$ cat src/sbml_pkg.sv
// Purpose: Shared constants and types of the buffer manager limits bank
// Assumes: Registers sit at their printed register numbers on a plain port
// Notes:   Usage counts are in buffers of BUF_BYTES bytes each
`default_nettype none
package sbml_pkg;
   // ------------------------------------------------------------
   // Register numbers
   // ------------------------------------------------------------
   localparam int          ADDR_W   = 16;
   localparam logic [15:0] ADR_CFG  = 16'h1c00;
   localparam logic [15:0] ADR_DROP = 16'h1c01;
   localparam logic [15:0] ADR_PAUS = 16'h1c02;
   localparam logic [15:0] ADR_RESU = 16'h1c03;
   localparam logic [15:0] ADR_FLOD = 16'h1c04;
   localparam logic [15:0] ADR_CNT0 = 16'h1c05;
   localparam logic [15:0] ADR_CNT1 = 16'h1c06;
   // ------------------------------------------------------------
   // Field layout and reset values
   // ------------------------------------------------------------
   localparam int         CFG_W        = 7;
   localparam int         LVL_W        = 16;
   localparam int         FLOOD_W      = 8;
   localparam logic [6:0] CFG_RST      = 7'h00;
   localparam logic [7:0] DROP_LOW_RST = 8'h49;
   localparam logic [7:0] DROP_HI_RST  = 8'h64;
   localparam logic [7:0] PAUS_LOW_RST = 8'h21;
   localparam logic [7:0] PAUS_HI_RST  = 8'h3c;
   localparam logic [7:0] RESU_LOW_RST = 8'h03;
   localparam logic [7:0] RESU_HI_RST  = 8'h07;
   localparam logic [7:0] FLOOD_RST    = 8'h31;
   localparam logic [31:0] CNT_RST     = 32'h0000_0000;
   localparam logic [31:0] CNT_TEST    = 32'h07ff_fffc;
   localparam logic [31:0] CNT_MAX     = 32'h0fff_ffff;
   // ------------------------------------------------------------
   // Buffer accounting
   // ------------------------------------------------------------
   localparam int         NPORT       = 3;
   localparam int         NCNT        = 2;
   localparam int         USE_W       = 10;
   localparam int         BUF_BYTES   = 128;
   localparam logic [9:0] ACTIVE_BUFS = 10'h024;
   // Configuration fields, bit 6 down to bit 0
   typedef struct packed {
      logic       cnt_test;
      logic       fix_prio;
      logic [2:0] pace_en;
      logic       yellow_en;
      logic       red_en;
   } sbml_cfg_type;
   // Threshold pair, low set in 15:8
   typedef struct packed {
      logic [7:0] low;
      logic [7:0] high;
   } sbml_lvl_type;
   // Admission request from ingress
   typedef struct packed {
      logic       valid;
      logic [1:0] port;
      logic       red;
      logic       flood;
   } sbml_adm_type;
endpackage : sbml_pkg
`default_nettype wire

$ cat src/sbml_limits.sv
// Purpose: Buffer manager configuration, limit selection and drop counters
// Assumes: Engine inputs share clk; one admission request per cycle
// Notes:   Read data stand one cycle after the read strobe
`timescale 1ns/1ps
`default_nettype none
module sbml_limits (
   // Clock and reset
   input  wire logic                                   clk,
   input  wire logic                                   srst,
   // Register port
   input  wire logic [sbml_pkg::ADDR_W-1:0]            reg_addr,
   input  wire logic [31:0]                            reg_wdata,
   input  wire logic                                   reg_wr,
   input  wire logic                                   reg_rd,
   output logic      [31:0]                            reg_rdata,
   // Buffer usage from the engine
   input  wire logic [sbml_pkg::NPORT-1:0][sbml_pkg::USE_W-1:0] buf_used,
   input  wire logic [sbml_pkg::USE_W-1:0]             flood_used,
   input  wire logic [sbml_pkg::NPORT-1:0]             yellow_drop,
   // Admission request and answer
   input  wire sbml_pkg::sbml_adm_type                 adm_req,
   output logic                                        adm_done,
   output logic                                        adm_drop,
   // Settings to the engine
   output sbml_pkg::sbml_cfg_type                      cfg_out,
   output logic      [1:0]                             active_cnt,
   output logic      [sbml_pkg::NPORT-1:0]             over_limit,
   output logic      [sbml_pkg::NPORT-1:0]             pause_send,
   output logic      [sbml_pkg::NPORT-1:0]             resume_send
);
   import sbml_pkg::*;

   // ------------------------------------------------------------
   // Register state
   // ------------------------------------------------------------
   sbml_cfg_type       cfg_q,   cfg_d;
   sbml_lvl_type       drop_q,  drop_d;
   sbml_lvl_type       paus_q,  paus_d;
   sbml_lvl_type       resu_q,  resu_d;
   logic [7:0]         flood_q, flood_d;
   logic [31:0]        cnt_q [NCNT];
   logic [31:0]        cnt_d [NCNT];
   logic [31:0]        rdata_q, rdata_d;

   // ------------------------------------------------------------
   // Limit selection
   // ------------------------------------------------------------
   logic               low_set;
   logic [7:0]         drop_lim;
   logic [7:0]         paus_lim;
   logic [7:0]         resu_lim;
   logic [1:0]         act_n;

   always_comb begin
      act_n = 2'h0;
      for (int p = 0; p < NPORT; p++) begin
         if (buf_used[p] >= ACTIVE_BUFS) begin
            act_n = act_n + 2'h1;
         end
      end
   end

   assign low_set  = (act_n >= 2'h2);
   assign drop_lim = low_set ? drop_q.low : drop_q.high;
   assign paus_lim = low_set ? paus_q.low : paus_q.high;
   assign resu_lim = low_set ? resu_q.low : resu_q.high;

   // ------------------------------------------------------------
   // Over-limit flags and flow control
   // ------------------------------------------------------------
   logic [NPORT-1:0]   paused_q, paused_d;
   logic [NPORT-1:0]   psend_q,  psend_d;
   logic [NPORT-1:0]   rsend_q,  rsend_d;
   logic [NPORT-1:0]   over_q,   over_d;

   // Pause is a level of state so a port is paused once, not every cycle
   always_comb begin
      paused_d = paused_q;
      psend_d  = '0;
      rsend_d  = '0;
      for (int p = 0; p < NPORT; p++) begin
         over_d[p] = (buf_used[p] >= {2'h0, drop_lim});
         if (!paused_q[p] && buf_used[p] >= {2'h0, paus_lim}) begin
            paused_d[p] = 1'b1;
            psend_d[p]  = 1'b1;
         end else if (paused_q[p] && buf_used[p] <= {2'h0, resu_lim}) begin
            paused_d[p] = 1'b0;
            rsend_d[p]  = 1'b1;
         end
      end
   end

   // Flow control state
   always_ff @(posedge clk) begin
      if (srst) begin
         paused_q <= '0;
         psend_q  <= '0;
         rsend_q  <= '0;
         over_q   <= '0;
      end else begin
         paused_q <= paused_d;
         psend_q  <= psend_d;
         rsend_q  <= rsend_d;
         over_q   <= over_d;
      end
   end

   // ------------------------------------------------------------
   // Admission check
   // ------------------------------------------------------------
   logic               done_q, done_d;
   logic               drp_q,  drp_d;
   logic [1:0]         dport_q, dport_d;
   logic [NCNT-1:0]    inc;

   // Port code 3 is not a port; such a request is ignored
   always_comb begin
      done_d  = adm_req.valid && (adm_req.port < 2'h3);
      dport_d = adm_req.port;
      drp_d   = 1'b0;
      if (done_d) begin
         if (adm_req.red && cfg_q.red_en) begin
            drp_d = 1'b1;
         end
         if (buf_used[adm_req.port] >= {2'h0, drop_lim}) begin
            drp_d = 1'b1;
         end
         if (adm_req.flood && flood_used >= {2'h0, flood_q}) begin
            drp_d = 1'b1;
         end
      end
   end

   // Admission answer
   always_ff @(posedge clk) begin
      if (srst) begin
         done_q  <= 1'b0;
         drp_q   <= 1'b0;
         dport_q <= 2'h0;
      end else begin
         done_q  <= done_d;
         drp_q   <= drp_d;
         dport_q <= dport_d;
      end
   end

   always_comb begin
      for (int c = 0; c < NCNT; c++) begin
         inc[c] = (done_q && drp_q && dport_q == c[1:0]) || yellow_drop[c];
      end
   end

   // ------------------------------------------------------------
   // Register access
   // ------------------------------------------------------------
   logic [NCNT-1:0]    cnt_rd;

   assign cnt_rd[0] = reg_rd && (reg_addr == ADR_CNT0);
   assign cnt_rd[1] = reg_rd && (reg_addr == ADR_CNT1);

   // Writes to read-only or unmapped numbers are dropped silently
   always_comb begin
      cfg_d   = cfg_q;
      drop_d  = drop_q;
      paus_d  = paus_q;
      resu_d  = resu_q;
      flood_d = flood_q;
      if (reg_wr) begin
         case (reg_addr)
            ADR_CFG:  cfg_d   = reg_wdata[CFG_W-1:0];
            ADR_DROP: drop_d  = reg_wdata[LVL_W-1:0];
            ADR_PAUS: paus_d  = reg_wdata[LVL_W-1:0];
            ADR_RESU: resu_d  = reg_wdata[LVL_W-1:0];
            ADR_FLOD: flood_d = reg_wdata[FLOOD_W-1:0];
            default:  cfg_d   = cfg_q;
         endcase
      end
   end

   // Drop counters
   always_comb begin
      for (int c = 0; c < NCNT; c++) begin
         cnt_d[c] = cnt_q[c];
         if (cnt_rd[c]) begin
            cnt_d[c] = cfg_q.cnt_test ? CNT_TEST : CNT_RST;
         end
         if (inc[c] && cnt_d[c] != CNT_MAX) begin
            cnt_d[c] = cnt_d[c] + 32'h1;
         end
      end
   end

   // Read mux; unmapped numbers and reserved bits read as zero
   always_comb begin
      rdata_d = 32'h0;
      if (reg_rd) begin
         case (reg_addr)
            ADR_CFG:  rdata_d = {25'h0, cfg_q};
            ADR_DROP: rdata_d = {16'h0, drop_q};
            ADR_PAUS: rdata_d = {16'h0, paus_q};
            ADR_RESU: rdata_d = {16'h0, resu_q};
            ADR_FLOD: rdata_d = {24'h0, flood_q};
            ADR_CNT0: rdata_d = cnt_q[0];
            ADR_CNT1: rdata_d = cnt_q[1];
            default:  rdata_d = 32'h0;
         endcase
      end
   end

   // Register bank
   always_ff @(posedge clk) begin
      if (srst) begin
         cfg_q   <= CFG_RST;
         drop_q  <= {DROP_LOW_RST, DROP_HI_RST};
         paus_q  <= {PAUS_LOW_RST, PAUS_HI_RST};
         resu_q  <= {RESU_LOW_RST, RESU_HI_RST};
         flood_q <= FLOOD_RST;
         rdata_q <= 32'h0;
         for (int c = 0; c < NCNT; c++) begin
            cnt_q[c] <= CNT_RST;
         end
      end else begin
         cfg_q   <= cfg_d;
         drop_q  <= drop_d;
         paus_q  <= paus_d;
         resu_q  <= resu_d;
         flood_q <= flood_d;
         rdata_q <= rdata_d;
         for (int c = 0; c < NCNT; c++) begin
            cnt_q[c] <= cnt_d[c];
         end
      end
   end

   // ------------------------------------------------------------
   // Outputs
   // ------------------------------------------------------------
   // servicing order
   assign cfg_out     = cfg_q;
   assign reg_rdata   = rdata_q;
   assign adm_done    = done_q;
   assign adm_drop    = drp_q;
   assign active_cnt  = act_n;
   assign over_limit  = over_q;
   assign pause_send  = psend_q;
   assign resume_send = rsend_q;
endmodule : sbml_limits
`default_nettype wire

$ cat config.mk
export PLATFORM = sky130hd
export DESIGN_NAME = sbml_limits
export DESIGN_NICKNAME = d
export VERILOG_FILES = /design/src/sbml_pkg.sv /design/src/sbml_limits.sv
export SDC_FILE = /design/constraint.sdc
export NUM_CORES = 1
export LEC_CHECK = 0
export BUFFER_PORTS_ARGS = -buffer_cell sky130_fd_sc_hd__buf_2
export CAP_MARGIN = 20
export CORE_ASPECT_RATIO = 0.9
export CORE_MARGIN = 2
export CORE_UTILIZATION = 58
export DETAILED_ROUTE_END_ITERATION = 12
export PLACE_DENSITY = 0.87
export SYNTH_ARGS = -nofsm -noshare
export SYNTH_HDL_FRONTEND = slang
export SYNTH_SLANG_ARGS = --single-unit
$ cat constraint.sdc
create_clock -name clk -period 4.65 [get_ports clk]
set_input_delay 0 -clock clk [delete_from_list [all_inputs] [get_ports clk]]
set_output_delay 0 -clock clk [all_outputs]
set_load 0.005 [all_outputs]
==> qor.yml, run 1 <==
ys_warn_count: 0
totalNegativeSetupSlack_ps: 0
ir_worst_vdd_mv: 0.280
drive_gt1_share_pct: 16.0
start_util_pct: 58.6
dr_total_vias: 11000
grt_pass1_wl_um: 54400
layout.nets: 1573
max_stage_delay_ps: 570
worst_pin_slew_ps: 1130
critPathSlowestCell: "dlygate4sd3_1"
drt-wirelength-per-cell_um: 21.0
startpoint: "buf_used[29]"
synth_area_per_cell_um2: 8.36
antenna_cells: 0
critPathBufInv: 4
min_period_ps: 4350
worstSetupEndpointType: "flop"
htreeDepth: 4
post-dp-hpwl_um: 24900
worstPathMaxFanout: 15
cp_top_family: "buffers and inverters"
start_kind: "primary input"
async_flop_share_pct: 0
portBuffers: 134
rsz0062_at_grt: "no"
slew_viol_final: 0
ys_types: 85
num_rows: 47
fmax_mhz: 230
path_clk_slew_ps: 70
cts_made_buffers: 17
synth-edff-count: 0
r2r-start: "drop_q[0]$_SDFFE_PP0P_"
first_iter_violations: 1648
layout_common_cells: "dfxtp_1, nand2_1, buf_2"
fin_cells: 1655
cts_tree: "built"
grt_max_degree: 50
ys_seq_elements: 175
place_congestion: 0.974
grtUsageTotal_pct: 35.0
post-route-util_pct: 67.2
crit_chain: "dlygate4sd3_1 > buf_2 > nor4_2 > nand3_1 > nand2_4 > buf_4 > mux2i_1 > ha_1 > a21o_1 > a21o_1 > a21oi_1 > a21boi_0 > o221ai_1 > a21oi_1 > dlygate4sd3_1"
grt_pass1_vias: 10300
grt_antenna_before_repair: 0
worstSetupPathType: "primary input to flop"
grt_overflow: 0
synth_flop_cell: "dfxtp_1"
hold_violations: 0
core_um2: 18200
clock_path_buffers: 2
fin_hold_ws_ps: 37.5
area_delta_synth_final_pct: 14.6
setup_viol: 0
dr.pass1.iters: 10
dieArea_um2: 19500
viasPerCell: 6.65
ys_seq_area_share_pct: 32.8
clkSinkCount: 175
arrival_ps: 4670
outcome: "finished, final reports clean"
hp-start: "adm_req[3]"
maxCapViolCount: 0
floorplan.die.height_um: 133
hold_path.class: "primary input to flop"
slew_headroom_pct: 24.2
ioPinCount: 152
post_cts_buffers: 0
die_x_um: 147
post-route-period-util_pct: 93.5
dpl.cell_count: 1597
drtAntennaViolNets: 0
drc_errors: 0
synth_nets: 1455
synthCells: 1279
power_density_nw_per_um2: 261
cts-root-buf: "clkbuf_16"
leakagePower_nw: 4.91
mostFrequentLayoutCell: "dfxtp_1"
insertion_delay_ps: 440
fin_skew_ps: 12.2
routed_wl_um: 34800
syn_area_um2: 10700
worstPathRequired_ps: 4970
-- power by group --
part / internal, W / switching, W / leakage [nW]
Sequential: 0.00151 / 0.00000962 / 1.41
Combinational: 0.000130 / 0.000192 / 3.24
Clock: 0.000707 / 0.000640 / 0.255
-- cell usage after synthesis, types with 9 or more instances --
cell / n / area, um2
o21ai_0: 51 / 255
a22oi_1: 39 / 293
a21o_1: 10 / 75.1
and3_1: 21 / 131
and2_1: 22 / 138
nor2_1: 100 / 375
o2111ai_1: 9 / 78.8
xor2_1: 19 / 166
nand4_1: 17 / 106
a211oi_1: 12 / 90.1
inv_1: 29 / 109
ha_1: 76 / 951
nor3_1: 19 / 95.1
nand2b_1: 14 / 87.6
a21oi_1: 95 / 475
mux2i_1: 48 / 480
clkbuf_1: 48 / 180
nand2_1: 166 / 623
a21boi_0: 9 / 67.6
nor2b_1: 10 / 62.6
o21ai_1: 10 / 50.1
nand3_1: 45 / 225
xnor2_1: 29 / 254
a222oi_1: 11 / 110
a31oi_1: 14 / 87.6
o211ai_1: 10 / 75.1
dfxtp_1: 175 / 3500
buf_2: 13 / 65.1
-- cells by family after synthesis --
family | share of synthesized area [%]
simple gates | 23.8
xor+xnor | 3.93
compound gates | 21.5
buf+inv | 3.93
mux | 5.06
fa+ha+maj | 8.99
flops | 32.8
-- flip-flops by register name, indices dropped and copies added, names as in the netlist, 7 cells and up --
register / count
drop_q: 16
paus_q: 16
cnt_q: 64
reg_rdata: 32
flood_q: 8
resu_q: 16
cfg_out: 7
-- final cells by class --
type / instances / area, um2
clock buffers: 19 / 443
inverters: 29 / 109
flip-flops and latches: 175 / 3500
repair buffers: 170 / 1010
clock inverters: 13 / 103
multi-input cells: 1004 / 6780
fillers: 1456 / 5980
well taps: 245 / 307
-- layer usage --
layer	vias up	wire length (um)	GRT usage [%]
li1	4951	-	-
met1	5097	13700	47.7
met2	829	15100	52.7
met3	131	4690	9.79
met4	0	1310	13.9
met5	-	0	0
-- worst paths after layout --
kind,end,slack (ps),depth (start not counted)
hold / removal,dport_q[1]$_SDFF_PP0_,40,2
setup reg to reg,over_limit[1]$_SDFF_PP0_,1750,10
setup / recovery,over_limit[1]$_SDFF_PP0_,300,15
hold reg to reg,resume_send[1]$_SDFF_PP0_,470,2
-- timing repair --
action                     4_1_cts  5_1_grt
resized for setup                0        1
setup endpoints to repair        0        1
hold buffers                    26        0
hold endpoints to repair        68        0
-- metrics by stage --
stage | worst slack (ps) | power, W | cell area (um2)
floorplan | 1430 | 0.00173 | 10700
global placement | 857 | 0.00184 | 11400
detailed placement | 738 | 0.00185 | 11400
CTS | 334 | 0.00318 | 12200
global route | 92.1 | 0.00329 | 12200
finish | 301 | 0.00319 | 12200
Power figures use the tool's default switching activity.
==> run 2: changes to the inputs <==
CORE_UTILIZATION = 40   (was 58)
MAX_ROUTING_LAYER = met4   (was unset)
PLACE_DENSITY = 0.65   (was 0.87)
clock period = 5.7 ns   (was 4.65 ns; I/O delays follow)
==> qor.yml, run 2 (synthesis results as in run 1) <==
fin_area_um2: 12400
start_kind: "primary input"
maxCapViolCount: 0
worstPathRequired_ps: 6030
viasPerCell: 5.99
fmax_mhz: 221
slew_headroom_pct: 29.4
cp_top_family: "simple AND/OR/NAND/NOR gates"
grtUsageTotal_pct: 25.8
power_frac_seq_pct: 46.1
power_density_nw_per_um2: 217
leakagePower_nw: 4.94
worst_pin_slew_ps: 1050
hold_violations: 0
rsz0062_at_grt: "no"
drtAntennaViolNets: 0
min_period_ps: 4530
area_delta_synth_final_pct: 16.4
slew_viol_final: 0
htreeDepth: 4
layout_common_cells: "dfxtp_1, nand2_1, buf_2"
fin_skew_ps: 11.3
post-route-period-util_pct: 79.5
mostFrequentLayoutCell: "dfxtp_1"
layout.nets: 1573
setup_viol: 0
drt-wirelength-per-cell_um: 20.1
ir_worst_vdd_mv: 0.212
arrival_ps: 4860
grt_max_degree: 75
cts_tree: "built"
core_um2: 26100
r2r-start: "drop_q[8]$_SDFFE_PP1P_"
cts_made_buffers: 17
startpoint: "buf_used[29]"
drc_errors: 0
floorplan.die.height_um: 159
post_cts_buffers: 0
routed_wl_um: 35400
combPwrFrac_pct: 9.6
max_stage_delay_ps: 670
largest_reg_flops: 64
hold_path.class: "primary input to flop"
path_clk_slew_ps: 70
worstSetupEndpointType: "flop"
crit_chain: "dlygate4sd3_1 > buf_2 > nor4_2 > nand3_1 > nand2_2 > mux2_2 > ha_1 > nand2b_1 > a21o_1 > a21o_1 > a21oi_1 > a21boi_0 > o221ai_1 > a21oi_1 > dlygate4sd3_1"
ioPinCount: 152
fillers: 2536
clkSinkCount: 175
critPathSlowestCell: "nand2_2"
start_util_pct: 40.9
outcome: "finished, final reports clean"
critPathBufInv: 3
clock_power_share_pct: 44.3
grt_overflow: 0
power_switching_w: 0.000733
dr.pass1.iters: 8
first_iter_violations: 1291
worstSetupPathType: "primary input to flop"
grt_antenna_before_repair: 2
dr_total_vias: 10500
worstPathMaxFanout: 23
largest-register: "cnt_q"
swShare_pct: 27.2
dieArea_um2: 28000
intPower_w: 0.00197
post-dp-hpwl_um: 26300
drive_gt1_share_pct: 16.0
cts-root-buf: "clkbuf_16"
grt_pass1_wl_um: 55200
ctsHoldBuffers: 27
totalNegativeSetupSlack_ps: 0
grt_pass1_vias: 9868
hp-start: "adm_req[3]"
insertion_delay_ps: 440
num_rows: 56
place_congestion: 0.945
ctsResizeCount: 0
clock_path_buffers: 2
placed_area_um2: 11500
die_x_um: 176
post-route-util_pct: 47.6
portBuffers: 134
-- run 2: worst paths after layout --
| kind | cells past startpoint | slack [ps] | to |
|---|---|---|---|
| worst max-delay path | 15 | 1170 | over_limit[1]$_SDFF_PP0_ |
| worst min-delay path | 2 | 30 | dport_q[1]$_SDFF_PP0_ |
| worst max register to register | 10 | 2850 | over_limit[1]$_SDFF_PP0_ |
| worst min register to register | 2 | 480 | resume_send[0]$_SDFF_PP0_ |
-- run 2: worst register-to-register path, cell delays in order (launching register included) --
cell	delay, ps
dfxtp_1	340
mux2_2	330
ha_1	280
nand2b_1	140
a21o_1	180
a21o_1	180
a21oi_1	280
a21boi_0	160
o221ai_1	210
a21oi_1	90
dlygate4sd3_1	550
-- run 2: final cells by class --
cell class              count  area, um2  share of cell area (%)
well taps                 348        435                    3.50
multi-input cells        1004       6770                    54.4
repair buffers            170       1030                    8.27
clock inverters            15        169                    1.36
clock buffers              17        425                    3.42
inverters                  29        109                   0.875
diodes                      1       2.50                  0.0201
flip-flops and latches    175       3500                    28.2
-- run 2: metrics by stage --
| step | power [W] | std cells | hold WS [ps] | setup WS [ps] |
|---|---|---|---|---|
| 3_5_place_dp | 0.00151 | 1698 | 266 | 1690 |
| 2_1_floorplan | 0.00141 | 1279 | 124 | 2480 |
| 4_1_cts | 0.00270 | 1757 | 14.0 | 1290 |
| 3_3_place_gp | 0.00151 | 1698 | 263 | 1710 |
| 6_report | 0.00270 | 1759 | 33.4 | 1170 |
| 5_1_grt | 0.00279 | 1759 | 20.9 | 978 |
-- run 2: power by group through the flow --
stage	logic (W)	registers [W]	clock network, W
2_1_floorplan	0.000139	0.00127	0
3_3_place_gp	0.000235	0.00127	0
3_5_place_dp	0.000239	0.00127	0
4_1_cts	0.000256	0.00124	0.00120
5_1_grt	0.000288	0.00124	0.00125
6_report	0.000260	0.00124	0.00120
-- run 2: routing by layer --
layer  up-vias  part of all wire, %  wire length, um  GRT usage [%]
met1      5017                   46            16300           37.3
li1       4944                    -                -              -
met3        62                  8.4             2960           3.61
met5         -                    0                0              -
met4         0                  2.5              901           7.70
met2       514                   43            15200           37.1
